## src/rtl/bus_timing_pkg.sv

```systemverilog
package bus_timing_pkg;

    // ----------------------------------------------------------------
    // register map: printed offsets are indices, byte address = 4*index
    // ----------------------------------------------------------------
    localparam int          APB_AW         = 18;
    localparam logic [15:0] IO_CFG_IDX     = 16'hf902;
    localparam logic [15:0] ZONE0_CFG_IDX  = 16'hf904;
    localparam logic [15:0] MODE_CTRL_IDX  = 16'hf906;
    localparam logic [15:0] STATUS_IDX     = 16'hf908;
    localparam logic [17:0] IO_CFG_ADDR    = {IO_CFG_IDX, 2'b00};
    localparam logic [17:0] ZONE0_CFG_ADDR = {ZONE0_CFG_IDX, 2'b00};
    localparam logic [17:0] MODE_CTRL_ADDR = {MODE_CTRL_IDX, 2'b00};
    localparam logic [17:0] STATUS_ADDR    = {STATUS_IDX, 2'b00};

    // ----------------------------------------------------------------
    // zone configuration fields
    // ----------------------------------------------------------------
    localparam logic [15:0] CFG_RESET      = 16'h069f;
    localparam logic [15:0] IO_CFG_MASK    = 16'h029f;
    localparam logic [15:0] ZONE0_CFG_MASK = 16'h0eff;
    localparam int          WAIT_LSB       = 0;
    localparam int          WAIT_W         = 3;
    localparam int          HOLD_LSB       = 3;
    localparam int          HOLD_W         = 2;
    localparam int          BW_BIT         = 7;
    localparam int          POST_IDLE_ENABLE_BIT       = 9;
    localparam int          PRE_IDLE_ENABLE_BIT       = 10;
    localparam int          FRE_BIT        = 11;

    // ----------------------------------------------------------------
    // mode control and status fields
    // ----------------------------------------------------------------
    localparam logic [15:0] MODE_CTRL_RESET = 16'h0001;
    localparam logic [15:0] MODE_CTRL_MASK  = 16'h0003;
    localparam int          EWR_BIT         = 0;
    localparam int          FEA_BIT         = 1;
    localparam int          STAT_ZONE_LSB   = 0;
    localparam int          STAT_BUSY_BIT   = 3;
    localparam int          STAT_WAIT_LSB   = 4;
    localparam int          STAT_HOLD_LSB   = 8;

    // ----------------------------------------------------------------
    // address ranges and fixed cycle counts
    // ----------------------------------------------------------------
    localparam logic [15:0] FLASH_HI   = 16'hbfff;
    localparam logic [15:0] RAM_LO     = 16'he000;
    localparam logic [15:0] RAM_HI     = 16'he7ff;
    localparam logic [15:0] PERIPH_LO  = 16'hf000;
    localparam logic [15:0] EEPROM_HI  = 16'hf27f;
    localparam logic [15:0] PORTS_LO   = 16'hfb00;
    localparam logic [15:0] PORTS_HI   = 16'hfbff;
    localparam logic [3:0]  BASE_WAIT_CYC   = 4'h1;
    localparam logic [3:0]  PERIPH_WAIT_CYC = 4'h1;
    localparam logic [3:0]  EE_SLOW_WAIT_CYC = 4'h1;

    typedef enum logic [2:0] {
        ZONE_FLASH, ZONE_RAM, ZONE_EEPROM, ZONE_PORTS, ZONE_PERIPH,
        ZONE_OTHER
    } zone_t;

    typedef struct packed {
        logic [15:0] addr;
        logic        write;
    } cpu_req_t;

    typedef struct packed {
        logic [3:0] wait_cyc;
        logic [1:0] hold_cyc;
        logic       fast;
        logic       wide;
    } cyc_timing_t;

    typedef struct packed {
        logic idle;
        logic addr;
        logic wait_st;
        logic data;
        logic hold;
    } bus_phase_t;

endpackage : bus_timing_pkg

```

## src/rtl/zone_decoder.sv

```systemverilog
module zone_decoder (
    input  wire logic [15:0]          addr,
    output bus_timing_pkg::zone_t     zone
);
    import bus_timing_pkg::*;

    // ports window is checked before the general peripheral range
    always_comb begin
        if (addr <= FLASH_HI) begin
            zone = ZONE_FLASH;
        end else if (addr >= RAM_LO && addr <= RAM_HI) begin
            zone = ZONE_RAM;
        end else if (addr >= PORTS_LO && addr <= PORTS_HI) begin
            zone = ZONE_PORTS;
        end else if (addr >= PERIPH_LO && addr <= EEPROM_HI) begin
            zone = ZONE_EEPROM;
        end else if (addr >= PERIPH_LO) begin
            zone = ZONE_PERIPH;
        end else begin
            zone = ZONE_OTHER;
        end
    end

endmodule : zone_decoder

```

## src/rtl/cycle_counter.sv

```systemverilog
module cycle_counter #(
    parameter int W = 4
) (
    input  wire logic         core_clk,
    input  wire logic         rst_n,
    input  wire logic         load,
    input  wire logic [W-1:0] load_val,
    input  wire logic         dec,
    output logic      [W-1:0] count
);

    always_ff @(posedge core_clk) begin
        if (!rst_n) begin
            count <= '0;
        end else if (load) begin
            count <= load_val;
        end else if (dec && count != '0) begin
            count <= W'(count - W'(1));
        end
    end

endmodule : cycle_counter

```

## src/rtl/bus_wait_hold_timing.sv

```systemverilog
// Register access over APB was chosen for this implementation.
module bus_wait_hold_timing (
    input  wire logic                         core_clk,
    input  wire logic                         rst_n,
    input  wire logic                         psel,
    input  wire logic                         penable,
    input  wire logic                         pwrite,
    input  wire logic [17:0]                  paddr,
    input  wire logic [31:0]                  pwdata,
    output logic      [31:0]                  prdata,
    output logic                              pready,
    output logic                              pslverr,
    input  wire logic                         req_valid,
    input  wire bus_timing_pkg::cpu_req_t     req,
    output logic                              req_ready,
    output bus_timing_pkg::bus_phase_t        phase,
    output logic                              cyc_done,
    output logic                              bus_wide_16
);
    import bus_timing_pkg::*;

    typedef enum logic [2:0] {
        ST_IDLE, ST_POST, ST_PRE, ST_ADDR, ST_WAIT, ST_DATA, ST_HOLD
    } state_t;

    state_t      state_reg;
    state_t      state_next;
    logic [15:0] io_cfg_reg;
    logic [15:0] zone0_cfg_reg;
    logic [15:0] mode_ctrl_reg;
    cyc_timing_t tim_reg;
    cyc_timing_t tim_in;
    zone_t       zone_in;
    zone_t       last_zone_reg;
    logic        last_valid_reg;
    logic        last_post_reg;
    logic        pre_pend_reg;
    logic        post_in;
    logic        pre_in;
    logic        post_en_in;
    logic        cnt_load;
    logic        cnt_dec;
    logic [3:0]  cnt_val;
    logic [3:0]  cnt;
    logic        accept;
    logic        apb_setup;
    logic        apb_wr;
    logic        addr_hit;
    logic [15:0] rd_mux;
    logic [15:0] status_word;

    // ----------------------------------------------------------------
    // configuration fields
    // ----------------------------------------------------------------
    wire logic [2:0] io_wait = io_cfg_reg[WAIT_LSB +: WAIT_W];
    wire logic [1:0] io_hold = io_cfg_reg[HOLD_LSB +: HOLD_W];
    wire logic [2:0] z0_wait = zone0_cfg_reg[WAIT_LSB +: WAIT_W];
    wire logic [1:0] z0_hold = zone0_cfg_reg[HOLD_LSB +: HOLD_W];
    wire logic       fast_read_enable     = zone0_cfg_reg[FRE_BIT];
    wire logic       early_write_sel     = mode_ctrl_reg[EWR_BIT];
    wire logic       fea     = mode_ctrl_reg[FEA_BIT];

    // ----------------------------------------------------------------
    // APB slave, zero wait: pready rises in every access phase
    // ----------------------------------------------------------------
    assign apb_setup = psel & ~penable;
    assign apb_wr    = psel & penable & pready & pwrite;
    assign addr_hit  = paddr == IO_CFG_ADDR || paddr == ZONE0_CFG_ADDR ||
                       paddr == MODE_CTRL_ADDR || paddr == STATUS_ADDR;

    always_comb begin
        status_word = '0;
        status_word[STAT_ZONE_LSB +: 3] = last_zone_reg;
        status_word[STAT_BUSY_BIT]      = state_reg != ST_IDLE;
        status_word[STAT_WAIT_LSB +: 4] = tim_reg.wait_cyc;
        status_word[STAT_HOLD_LSB +: 2] = tim_reg.hold_cyc;
    end

    always_comb begin
        unique case (paddr)
            IO_CFG_ADDR:    rd_mux = io_cfg_reg;
            ZONE0_CFG_ADDR: rd_mux = zone0_cfg_reg;
            MODE_CTRL_ADDR: rd_mux = mode_ctrl_reg;
            STATUS_ADDR:    rd_mux = status_word;
            default:        rd_mux = '0;
        endcase
    end

    always_ff @(posedge core_clk) begin
        if (!rst_n) begin
            pready  <= 1'b0;
            pslverr <= 1'b0;
            prdata  <= '0;
        end else begin
            pready  <= apb_setup;
            pslverr <= apb_setup & ~addr_hit;
            prdata  <= (apb_setup & ~pwrite) ? {16'h0000, rd_mux} : '0;
        end
    end

    // emulation bits are stored as written in zone0_cfg_reg and masked to zero in io_cfg_reg; software keeps them zero
    always_ff @(posedge core_clk) begin
        if (!rst_n) begin
            io_cfg_reg    <= CFG_RESET;
            zone0_cfg_reg <= CFG_RESET;
            mode_ctrl_reg <= MODE_CTRL_RESET;
        end else if (apb_wr) begin
            if (paddr == IO_CFG_ADDR) begin
                io_cfg_reg <= pwdata[15:0] & IO_CFG_MASK;
            end
            if (paddr == ZONE0_CFG_ADDR) begin
                zone0_cfg_reg <= pwdata[15:0] & ZONE0_CFG_MASK;
            end
            if (paddr == MODE_CTRL_ADDR) begin
                mode_ctrl_reg <= pwdata[15:0] & MODE_CTRL_MASK;
            end
        end
    end

    // ----------------------------------------------------------------
    // per-access timing from zone, direction and configuration
    // ----------------------------------------------------------------
    zone_decoder u_zone_decoder (
        .addr (req.addr),
        .zone (zone_in)
    );

    always_comb begin
        tim_in = '0;
        tim_in.wide = 1'b1;
        unique case (zone_in)
            ZONE_FLASH: begin
                tim_in.wide = zone0_cfg_reg[BW_BIT];
                if (fast_read_enable) begin
                    // fast mode drops the wait and hold fields
                    tim_in.fast = ~req.write;
                    tim_in.wait_cyc = req.write ?
                        BASE_WAIT_CYC + {3'b000, early_write_sel} : '0;
                end else begin
                    tim_in.wait_cyc = BASE_WAIT_CYC + {1'b0, z0_wait} +
                        (req.write ? {3'b000, early_write_sel} : 4'h0);
                    tim_in.hold_cyc = z0_hold;
                end
            end
            ZONE_RAM: begin
                tim_in.wait_cyc = '0;
            end
            ZONE_EEPROM: begin
                tim_in.wait_cyc = (req.write || !fea) ?
                    EE_SLOW_WAIT_CYC : '0;
            end
            ZONE_PORTS: begin
                tim_in.wide = io_cfg_reg[BW_BIT];
                // write timing follows the early-write bit
                tim_in.wait_cyc = BASE_WAIT_CYC +
                    (req.write ? {3'b000, early_write_sel} : 4'h0) +
                    (fast_read_enable ? 4'h0 : {1'b0, io_wait});
                tim_in.hold_cyc = fast_read_enable ? 2'b00 : io_hold;
            end
            default: begin
                tim_in.wait_cyc = PERIPH_WAIT_CYC;
            end
        endcase
    end

    // ----------------------------------------------------------------
    // zone change idle cycles
    // ----------------------------------------------------------------
    assign accept     = state_reg == ST_IDLE && req_valid;
    assign post_en_in = (zone_in == ZONE_PORTS && io_cfg_reg[POST_IDLE_ENABLE_BIT]) ||
                        (zone_in == ZONE_FLASH && zone0_cfg_reg[POST_IDLE_ENABLE_BIT]);
    assign post_in    = last_valid_reg && last_post_reg &&
                        zone_in != last_zone_reg;
    assign pre_in     = zone0_cfg_reg[PRE_IDLE_ENABLE_BIT] &&
                        (!last_valid_reg || zone_in != last_zone_reg);

    always_ff @(posedge core_clk) begin
        if (!rst_n) begin
            tim_reg        <= '0;
            last_zone_reg  <= ZONE_OTHER;
            last_valid_reg <= 1'b0;
            last_post_reg  <= 1'b0;
            pre_pend_reg   <= 1'b0;
        end else if (accept) begin
            tim_reg        <= tim_in;
            last_zone_reg  <= zone_in;
            last_valid_reg <= 1'b1;
            last_post_reg  <= post_en_in;
            pre_pend_reg   <= pre_in;
        end
    end

    // ----------------------------------------------------------------
    // bus cycle sequencer
    // ----------------------------------------------------------------
    cycle_counter #(.W (4)) u_cycle_counter (
        .core_clk (core_clk),
        .rst_n    (rst_n),
        .load     (cnt_load),
        .load_val (cnt_val),
        .dec      (cnt_dec),
        .count    (cnt)
    );

    // waits follow the address slot, holds close the cycle
    always_comb begin
        state_next = state_reg;
        cnt_load   = 1'b0;
        cnt_dec    = 1'b0;
        cnt_val    = '0;
        unique case (state_reg)
            ST_IDLE: begin
                if (req_valid) begin
                    cnt_load = 1'b1;
                    cnt_val  = tim_in.wait_cyc;
                    if (post_in) begin
                        state_next = ST_POST;
                    end else if (pre_in) begin
                        state_next = ST_PRE;
                    end else begin
                        state_next = ST_ADDR;
                    end
                end
            end
            ST_POST: begin
                state_next = pre_pend_reg ? ST_PRE : ST_ADDR;
            end
            ST_PRE: begin
                state_next = ST_ADDR;
            end
            ST_ADDR: begin
                if (tim_reg.fast) begin
                    state_next = ST_IDLE;
                end else if (cnt != '0) begin
                    state_next = ST_WAIT;
                end else begin
                    state_next = ST_DATA;
                end
            end
            ST_WAIT: begin
                cnt_dec = 1'b1;
                if (cnt == 4'h1) begin
                    state_next = ST_DATA;
                end
            end
            ST_DATA: begin
                cnt_load   = 1'b1;
                cnt_val    = {2'b00, tim_reg.hold_cyc};
                state_next = tim_reg.hold_cyc != '0 ? ST_HOLD : ST_IDLE;
            end
            ST_HOLD: begin
                cnt_dec = 1'b1;
                if (cnt == 4'h1) begin
                    state_next = ST_IDLE;
                end
            end
        endcase
    end

    always_ff @(posedge core_clk) begin
        if (!rst_n) begin
            state_reg <= ST_IDLE;
        end else begin
            state_reg <= state_next;
        end
    end

    // phase, req_ready and cyc_done registered from the next state so they align with it; bus_wide_16 latched on accept
    always_ff @(posedge core_clk) begin
        if (!rst_n) begin
            phase       <= '0;
            req_ready   <= 1'b1;
            cyc_done    <= 1'b0;
            bus_wide_16 <= 1'b1;
        end else begin
            phase.idle    <= state_next == ST_POST || state_next == ST_PRE;
            phase.addr    <= state_next == ST_ADDR;
            phase.wait_st <= state_next == ST_WAIT;
            phase.data    <= state_next == ST_DATA;
            phase.hold    <= state_next == ST_HOLD;
            req_ready     <= state_next == ST_IDLE;
            cyc_done      <= state_reg != ST_IDLE && state_next == ST_IDLE;
            if (accept) begin
                bus_wide_16 <= tim_in.wide;
            end
        end
    end

    // ----------------------------------------------------------------
    // checks
    // ----------------------------------------------------------------
    logic [3:0] wait_run, hold_run;
    always_ff @(posedge core_clk) begin
        if (!rst_n) begin
            wait_run <= '0;
            hold_run <= '0;
        end else begin
            wait_run <= phase.wait_st ? 4'(wait_run + 4'h1) : '0;
            hold_run <= phase.hold ? 4'(hold_run + 4'h1) : '0;
        end
    end
endmodule : bus_wait_hold_timing

```

## config.mk

```make
export PLATFORM = sky130hd
export DESIGN_NAME = bus_wait_hold_timing
export DESIGN_NICKNAME = d
export VERILOG_FILES = /design/src/rtl/bus_timing_pkg.sv /design/src/rtl/zone_decoder.sv /design/src/rtl/cycle_counter.sv /design/src/rtl/bus_wait_hold_timing.sv
export SDC_FILE = /design/constraint.sdc
export NUM_CORES = 1
export LEC_CHECK = 0
export CAP_MARGIN = 30
export CORE_MARGIN = 5
export CORE_UTILIZATION = 35
export DETAILED_ROUTE_END_ITERATION = 12
export DONT_BUFFER_PORTS = 1
export PLACE_DENSITY_LB_ADDON = 0.08
export RECOVER_POWER = 25
export SYNTH_ARGS = -nofsm -noshare
export SYNTH_HDL_FRONTEND = slang
export SYNTH_SLANG_ARGS = --single-unit
```

## constraint.sdc

```tcl
create_clock -name core_clk -period 2.9 [get_ports core_clk]
set_input_delay 0.435 -clock core_clk [delete_from_list [all_inputs] [get_ports core_clk]]
set_output_delay 0.435 -clock core_clk [all_outputs]
set_load 0.005 [all_outputs]
```

After elaboration in Yosys (flattened, before gate mapping):

Cells that the tools add are included.

* flip-flop bits (word level): 83
* input bits: 73
* output and inout bits: 42
* word-level logic and storage cells: 135

* $add $sub $neg: 6
* magnitude comparators: 7
* equal/unequal tests: 21
* muxes and demuxes: 35
* bitwise logic cells: 10
* reduce and logical (&&, ||, !) cells: 32

Operator list (number)
* == test 18 bit (second input constant): 4
* less-or-equal comparator 16 bit (second input constant): 4
* greater-or-equal comparator 16 bit (second input constant): 3
* case mux 12 bit (4 select lines): 1
* 2-to-1 mux 3 bit: 10
* case mux 3 bit (7 select lines): 1
* == test 3 x 2 -> 1 bit (second input constant): 6
* == test 3 bit (second input constant): 6
* 2-to-1 mux 4 bit: 4
* case mux 4 bit (4 select lines): 1
* logical AND 1 bit: 11
* 2-to-1 mux 1 bit: 10
* == test 3 x 1 -> 1 bit (second input constant): 3
* logical NOT 3 bit: 3
* 2-to-1 mux 2 bit: 4
* case mux 4 bit (2 select lines): 1
* AND reduction 2 bit: 4
* logical OR 1 bit: 7
* AND 1 bit: 6
* adder 1 x 1 -> 2 bit (first input constant): 2
* adder 1 x 3 -> 4 bit (first input constant): 1
* adder 2 x 3 -> 4 bit: 1
* adder 4 bit: 1
* == test 4 x 1 -> 1 bit (second input constant): 1
* other kinds (10): 16

Depth between registers and ports, before layout:

* depth after elaboration: 15
* depth in mapped cells: 10
* mapped depth without buffers: 9

By module:

A second synthesis with hierarchy kept.

* cells, all modules: 369
* area total of the unflattened synthesis: 3196.8 um^2

Modules (own cells, without submodules)
* bus_wait_hold_timing: instances 1, cells an instance 327, area an instance 2864.0 um^2
* cycle_counter: instances 1, cells an instance 30, area an instance 249.0 um^2
* zone_decoder: instances 1, cells an instance 12, area an instance 83.8 um^2

Least setup slack after synthesis:

No wires, ideal clock.

* path type: input to register
* start point: in paddr[1]
* end point: reg prdata[10]
* setup time: 0.100 ns
* arrival: 1.947 ns
* required time: 2.800 ns
* path slack: 0.853 ns
* stages on the path: 6
* cells stage by stage: nor3_1 > nand4_4 > or3b_1 > or3_4 > buf_6 > a2111oi_4

* longest elaborated chain between the ends: 2

Ends and longest elaborated chain
* from (decl): line bus_wait_hold_timing.sv:8 `input wire logic [17:0] paddr,`
* == test 18 bit: line bus_wait_hold_timing.sv:80 `unique case (paddr)`
* case mux 12 bit (4 select lines) *: line bus_wait_hold_timing.sv:80
* to (signal assigned): line bus_wait_hold_timing.sv:97 `prdata <= (apb_setup & ~pwrite) ? {16'h0000, rd_mux} : '0;`
* to (decl): line bus_wait_hold_timing.sv:10 `output logic [31:0] prdata,`

Every way passes the cells marked *; elsewhere a longest branch is shown, timed or not.
A chain may end at the register's enable or synchronous reset.

Worst setup path after layout:

* start point: reg u_cycle_counter.count[0]
* end point: reg phase[4] in the netlist's numbering

* longest elaborated chain between the ends: 6

Ends and longest elaborated chain
* from (decl): line cycle_counter.sv:9 `output logic [W-1:0] count`
* from (signal assigned): line cycle_counter.sv:16 `count <= load_val;`
* from (signal assigned): line cycle_counter.sv:18 `count <= W'(count - W'(1));`
* nonzero test 4 bit: line bus_wait_hold_timing.sv:234 `end else if (cnt != '0) begin`
* 2-to-1 mux 1 bit: line bus_wait_hold_timing.sv:234
* 2-to-1 mux 3 bit: line bus_wait_hold_timing.sv:232 `if (tim_reg.fast) begin`
* case mux 3 bit (7 select lines) *: line bus_wait_hold_timing.sv:211 `unique case (state_reg)`
* == test 3 x 1 -> 1 bit / == test 3 x 2 -> 1 bit (equally long branches): line bus_wait_hold_timing.sv:276 `phase.idle <= state_next == ST_POST || state_next == ST_PRE;`
* logical OR 1 bit *: line bus_wait_hold_timing.sv:276
* to (decl): line bus_wait_hold_timing.sv:16 `output bus_timing_pkg::bus_phase_t phase,`

Marks and branches as above.

==> reports/metrics.yaml <==
status: "completed"
cts.hold.buffers_added: 0
flow.area_growth_from_synthesis_pct: 7.201
grt_start_max_net_pins: 48
ctsRootBufferMaster: "sky130_fd_sc_hd__clkbuf_8"
place_area_mm2: 0.003442
number_of_enable_type_register_cells_in_the_synthesized_netlist: 0
layout.filler_cells: 1030
required_ns: 3.17
netlist-cell-type-count: 66
synth-warning-count: 0
grtUsageMet3: 0.03224
synth_seq_cells: 63
diodes: 0
post_route_clock_skew_ns: 0.01408
stdcell_area_mm2: 0.003632
worst_pin_slew_ns: 0.7947
ir_worst_vdd_uv: 267.5
timing.final.hold_violations: 0
cts_setup_buffers: 0
number_of_vias_per_cell_after_detailed_routing: 5.155
cts_tree: "done"
globalRoute.totalOverflow: 0
post_synth_main_area_contributors: "sky130_fd_sc_hd__dfxtp_1 37%, sky130_fd_sc_hd__nand2_1 6.6%, sky130_fd_sc_hd__buf_4 4.7%, sky130_fd_sc_hd__mux2i_1 3.8%, sky130_fd_sc_hd__ha_1 2.6%"
grt_use_total: 0.1546
placed_cells: 514
cp_cell_instances: "inv_1, ha_1, or3b_2, o32a_1, o22ai_1, or3_1, o22a_4, mux2i_1"
post_synth_inst_count: 395
rsz_0062_raised_after_global_routing: "no"
tritoncts.num_buffers: 9
synth.largest_area_cell: "sky130_fd_sc_hd__dfxtp_1"
clock.fmax_ghz: 0.4631
timing.final.setup_violations: 0
crit_path_end_kind: "flop"
grt.met1_usage: 0.2069
synth_top_area_frac: 0.3722
detailedPlacementHpwl_mm: 6.534
num-nets-final: 472
drive_gt1_frac: 0.09320
via_count: 2732
hold_class: "input port to flop"
initial_core_util: 0.3532
dominantRegCellSynth: "sky130_fd_sc_hd__dfxtp_1"
die_width_um: 108.4
wl_mm: 8.805
final-instance-count-excl-fill: 530
gr-max-usage-layer: "met2"
maxCapViolCount: 0
core_region_area_mm2: 0.009594
number_of_buffers_inserted_by_port_buffering: 0
number_of_max_slew_violations_in_the_final_report: 0
route.antenna.remaining_nets: 0
syn-cell-area_mm2: 0.003388
ctsResizeCount: 0
synth_area_per_cell_um2: 8.578
reg_clk_slew_reported_paths_ns: 0.07
antenna_found_initial: 0
seq_area_frac_synth: 0.3722
pwr_density_cell_mw_per_mm2: 704.0
worst_skew_pair.late_latency_ns: 0.34
ioPinCount: 115
drt_first_iter_violations: 137
dieArea_mm2: 0.01175
yosys-top-cells-count: "63 x sky130_fd_sc_hd__dfxtp_1, 60 x sky130_fd_sc_hd__nand2_1, 21 x sky130_fd_sc_hd__buf_4, 20 x sky130_fd_sc_hd__nor2_1, 17 x sky130_fd_sc_hd__o21ai_0"
drt_pre_antenna_iters: 4
cp-start-kind: "flop"
criticalPathCategory: "flop to flop"
max-clock-path-buffers: 2
vias_in_the_first_global_route: 2631
static-leakage-power_nw: 1.459
largest_register_ff_count: 12
die_height_um: 108.4
global_route_wire_length_before_repair_mm: 14.03
timing.max_slew.rel_slack: 0.4635
final_period_minus_worst_setup_slack_ns: 2.159
standard_cell_with_the_maximum_stage_delay_on_the_critical_path: "sky130_fd_sc_hd__or3b_2"
library_cell_with_the_highest_instance_count_after_synthesis: "sky130_fd_sc_hd__dfxtp_1"
fin_setup_tns_ns: 0
timing.critical_path.arrival_ns: 2.43
gp_routability_congestion: 0.7433
crit_path_max_incr_delay_ns: 0.47
avgRoutedWirePerCell_um: 16.61
grt_util_met2: 0.2473
cts.sinks: 63
timing.critical_path.fanout_max: 8
rows: 36
post-route-drc-count: 0
htreeDepth: 3
period_share: 0.7446
synth-async-reset-ratio: 0
cell families (layout without fill, tap and decap cells):
group | count (synthesis) | in the layout | share of synthesized area
simple gates | 162 | 162 | 0.2674
compound gates | 93 | 93 | 0.2035
buf+inv | 54 | 37 | 0.08641
xor+xnor | 2 | 2 | 0.005171
mux | 13 | 13 | 0.03840
other cells | 1 | 20 | 0.001107
flops | 63 | 63 | 0.3722
fa+ha+maj | 7 | 7 | 0.02585
cell type report:
class	count	area, µm²	area share
Inverter	13	48.80	0.01343
Multi-Input combinational cell	297	1906	0.5246
Timing Repair Buffer	8	60.06	0.01653
Sequential cell	63	1261	0.3472
Tap cell	133	166.4	0.04581
Clock buffer	12	145.1	0.03996
Clock inverter	4	45.04	0.01240
final timing paths:
kind                                                from              to  slack (ns)  cells after the start
worst max-delay path            u_cycle_counter.count[0]        phase[4]        0.74                      8
worst max register to register  u_cycle_counter.count[0]        phase[4]        0.74                      8
worst min-delay path                            paddr[5]      prdata[10]        0.17                      1
worst min register to register            io_cfg_reg[10]  io_cfg_reg[10]        0.45                      2
report_power, final:
part	leakage, nW	total (mW)	internal [mW]	switching [mW]
logic	0.846	0.703	0.319	0.384
registers	0.513	1.10	0.966	0.129
clock network	0.100	0.758	0.417	0.341
total	1.46	2.56	1.70	0.854
cell usage in the layout (no fill, tap or decap), types with 3 or more instances in the layout:
master / n
sky130_fd_sc_hd__a211oi_1: 3
sky130_fd_sc_hd__a21boi_0: 8
sky130_fd_sc_hd__a21oi_1: 11
sky130_fd_sc_hd__a22o_1: 6
sky130_fd_sc_hd__a22oi_1: 7
sky130_fd_sc_hd__a31oi_1: 4
sky130_fd_sc_hd__a32oi_1: 3
sky130_fd_sc_hd__and2_1: 7
sky130_fd_sc_hd__and3_1: 3
sky130_fd_sc_hd__buf_4: 8
sky130_fd_sc_hd__clkbuf_8: 10
sky130_fd_sc_hd__clkinv_2: 3
sky130_fd_sc_hd__conb_1: 20
sky130_fd_sc_hd__dfxtp_1: 63
sky130_fd_sc_hd__ha_1: 7
sky130_fd_sc_hd__inv_1: 13
sky130_fd_sc_hd__mux2i_1: 13
sky130_fd_sc_hd__nand2_1: 60
sky130_fd_sc_hd__nand2b_1: 5
sky130_fd_sc_hd__nand3_1: 13
sky130_fd_sc_hd__nand3b_1: 5
sky130_fd_sc_hd__nor2_1: 20
sky130_fd_sc_hd__nor2b_1: 11
sky130_fd_sc_hd__nor3_1: 9
sky130_fd_sc_hd__nor3b_1: 5
sky130_fd_sc_hd__o211ai_1: 6
sky130_fd_sc_hd__o21ai_0: 17
sky130_fd_sc_hd__o22ai_1: 4
sky130_fd_sc_hd__o311ai_0: 3
critical path, delay by kind of cell (launching register included):
kind | cells | cell delay, ns
and+or+nand+nor | 2 | 0.63
DFF | 1 | 0.36
AOI/OAI and AO/OA | 3 | 0.68
adders and majority gates | 1 | 0.15
buffers and inverters | 1 | 0.10
muxes | 1 | 0.19
metrics by stage:
| step | worst slack (ns) | power [mW] | utilization | hold WS [ns] |
|---|---|---|---|---|
| 3_3_place_gp | 0.6133 | 1.822 | 0.3588 | 0.4360 |
| 4_1_cts | 0.7166 | 2.597 | 0.3786 | 0.1465 |
| 2_1_floorplan | 0.8532 | 1.661 | - | 0.4225 |
| 6_report | 0.7405 | 2.557 | 0.3786 | 0.1687 |
| 3_5_place_dp | 0.5994 | 1.826 | 0.3588 | 0.4372 |
| 5_1_grt | 0.5403 | 2.737 | 0.3786 | 0.1498 |
per-layer routing:
metal	routed length, µm	part of all wire
met5	0	0
met4	58	0.0066
met3	551	0.063
met2	4082	0.46
met1	4113	0.47
No activity file was read; power rests on OpenSTA's default activity.
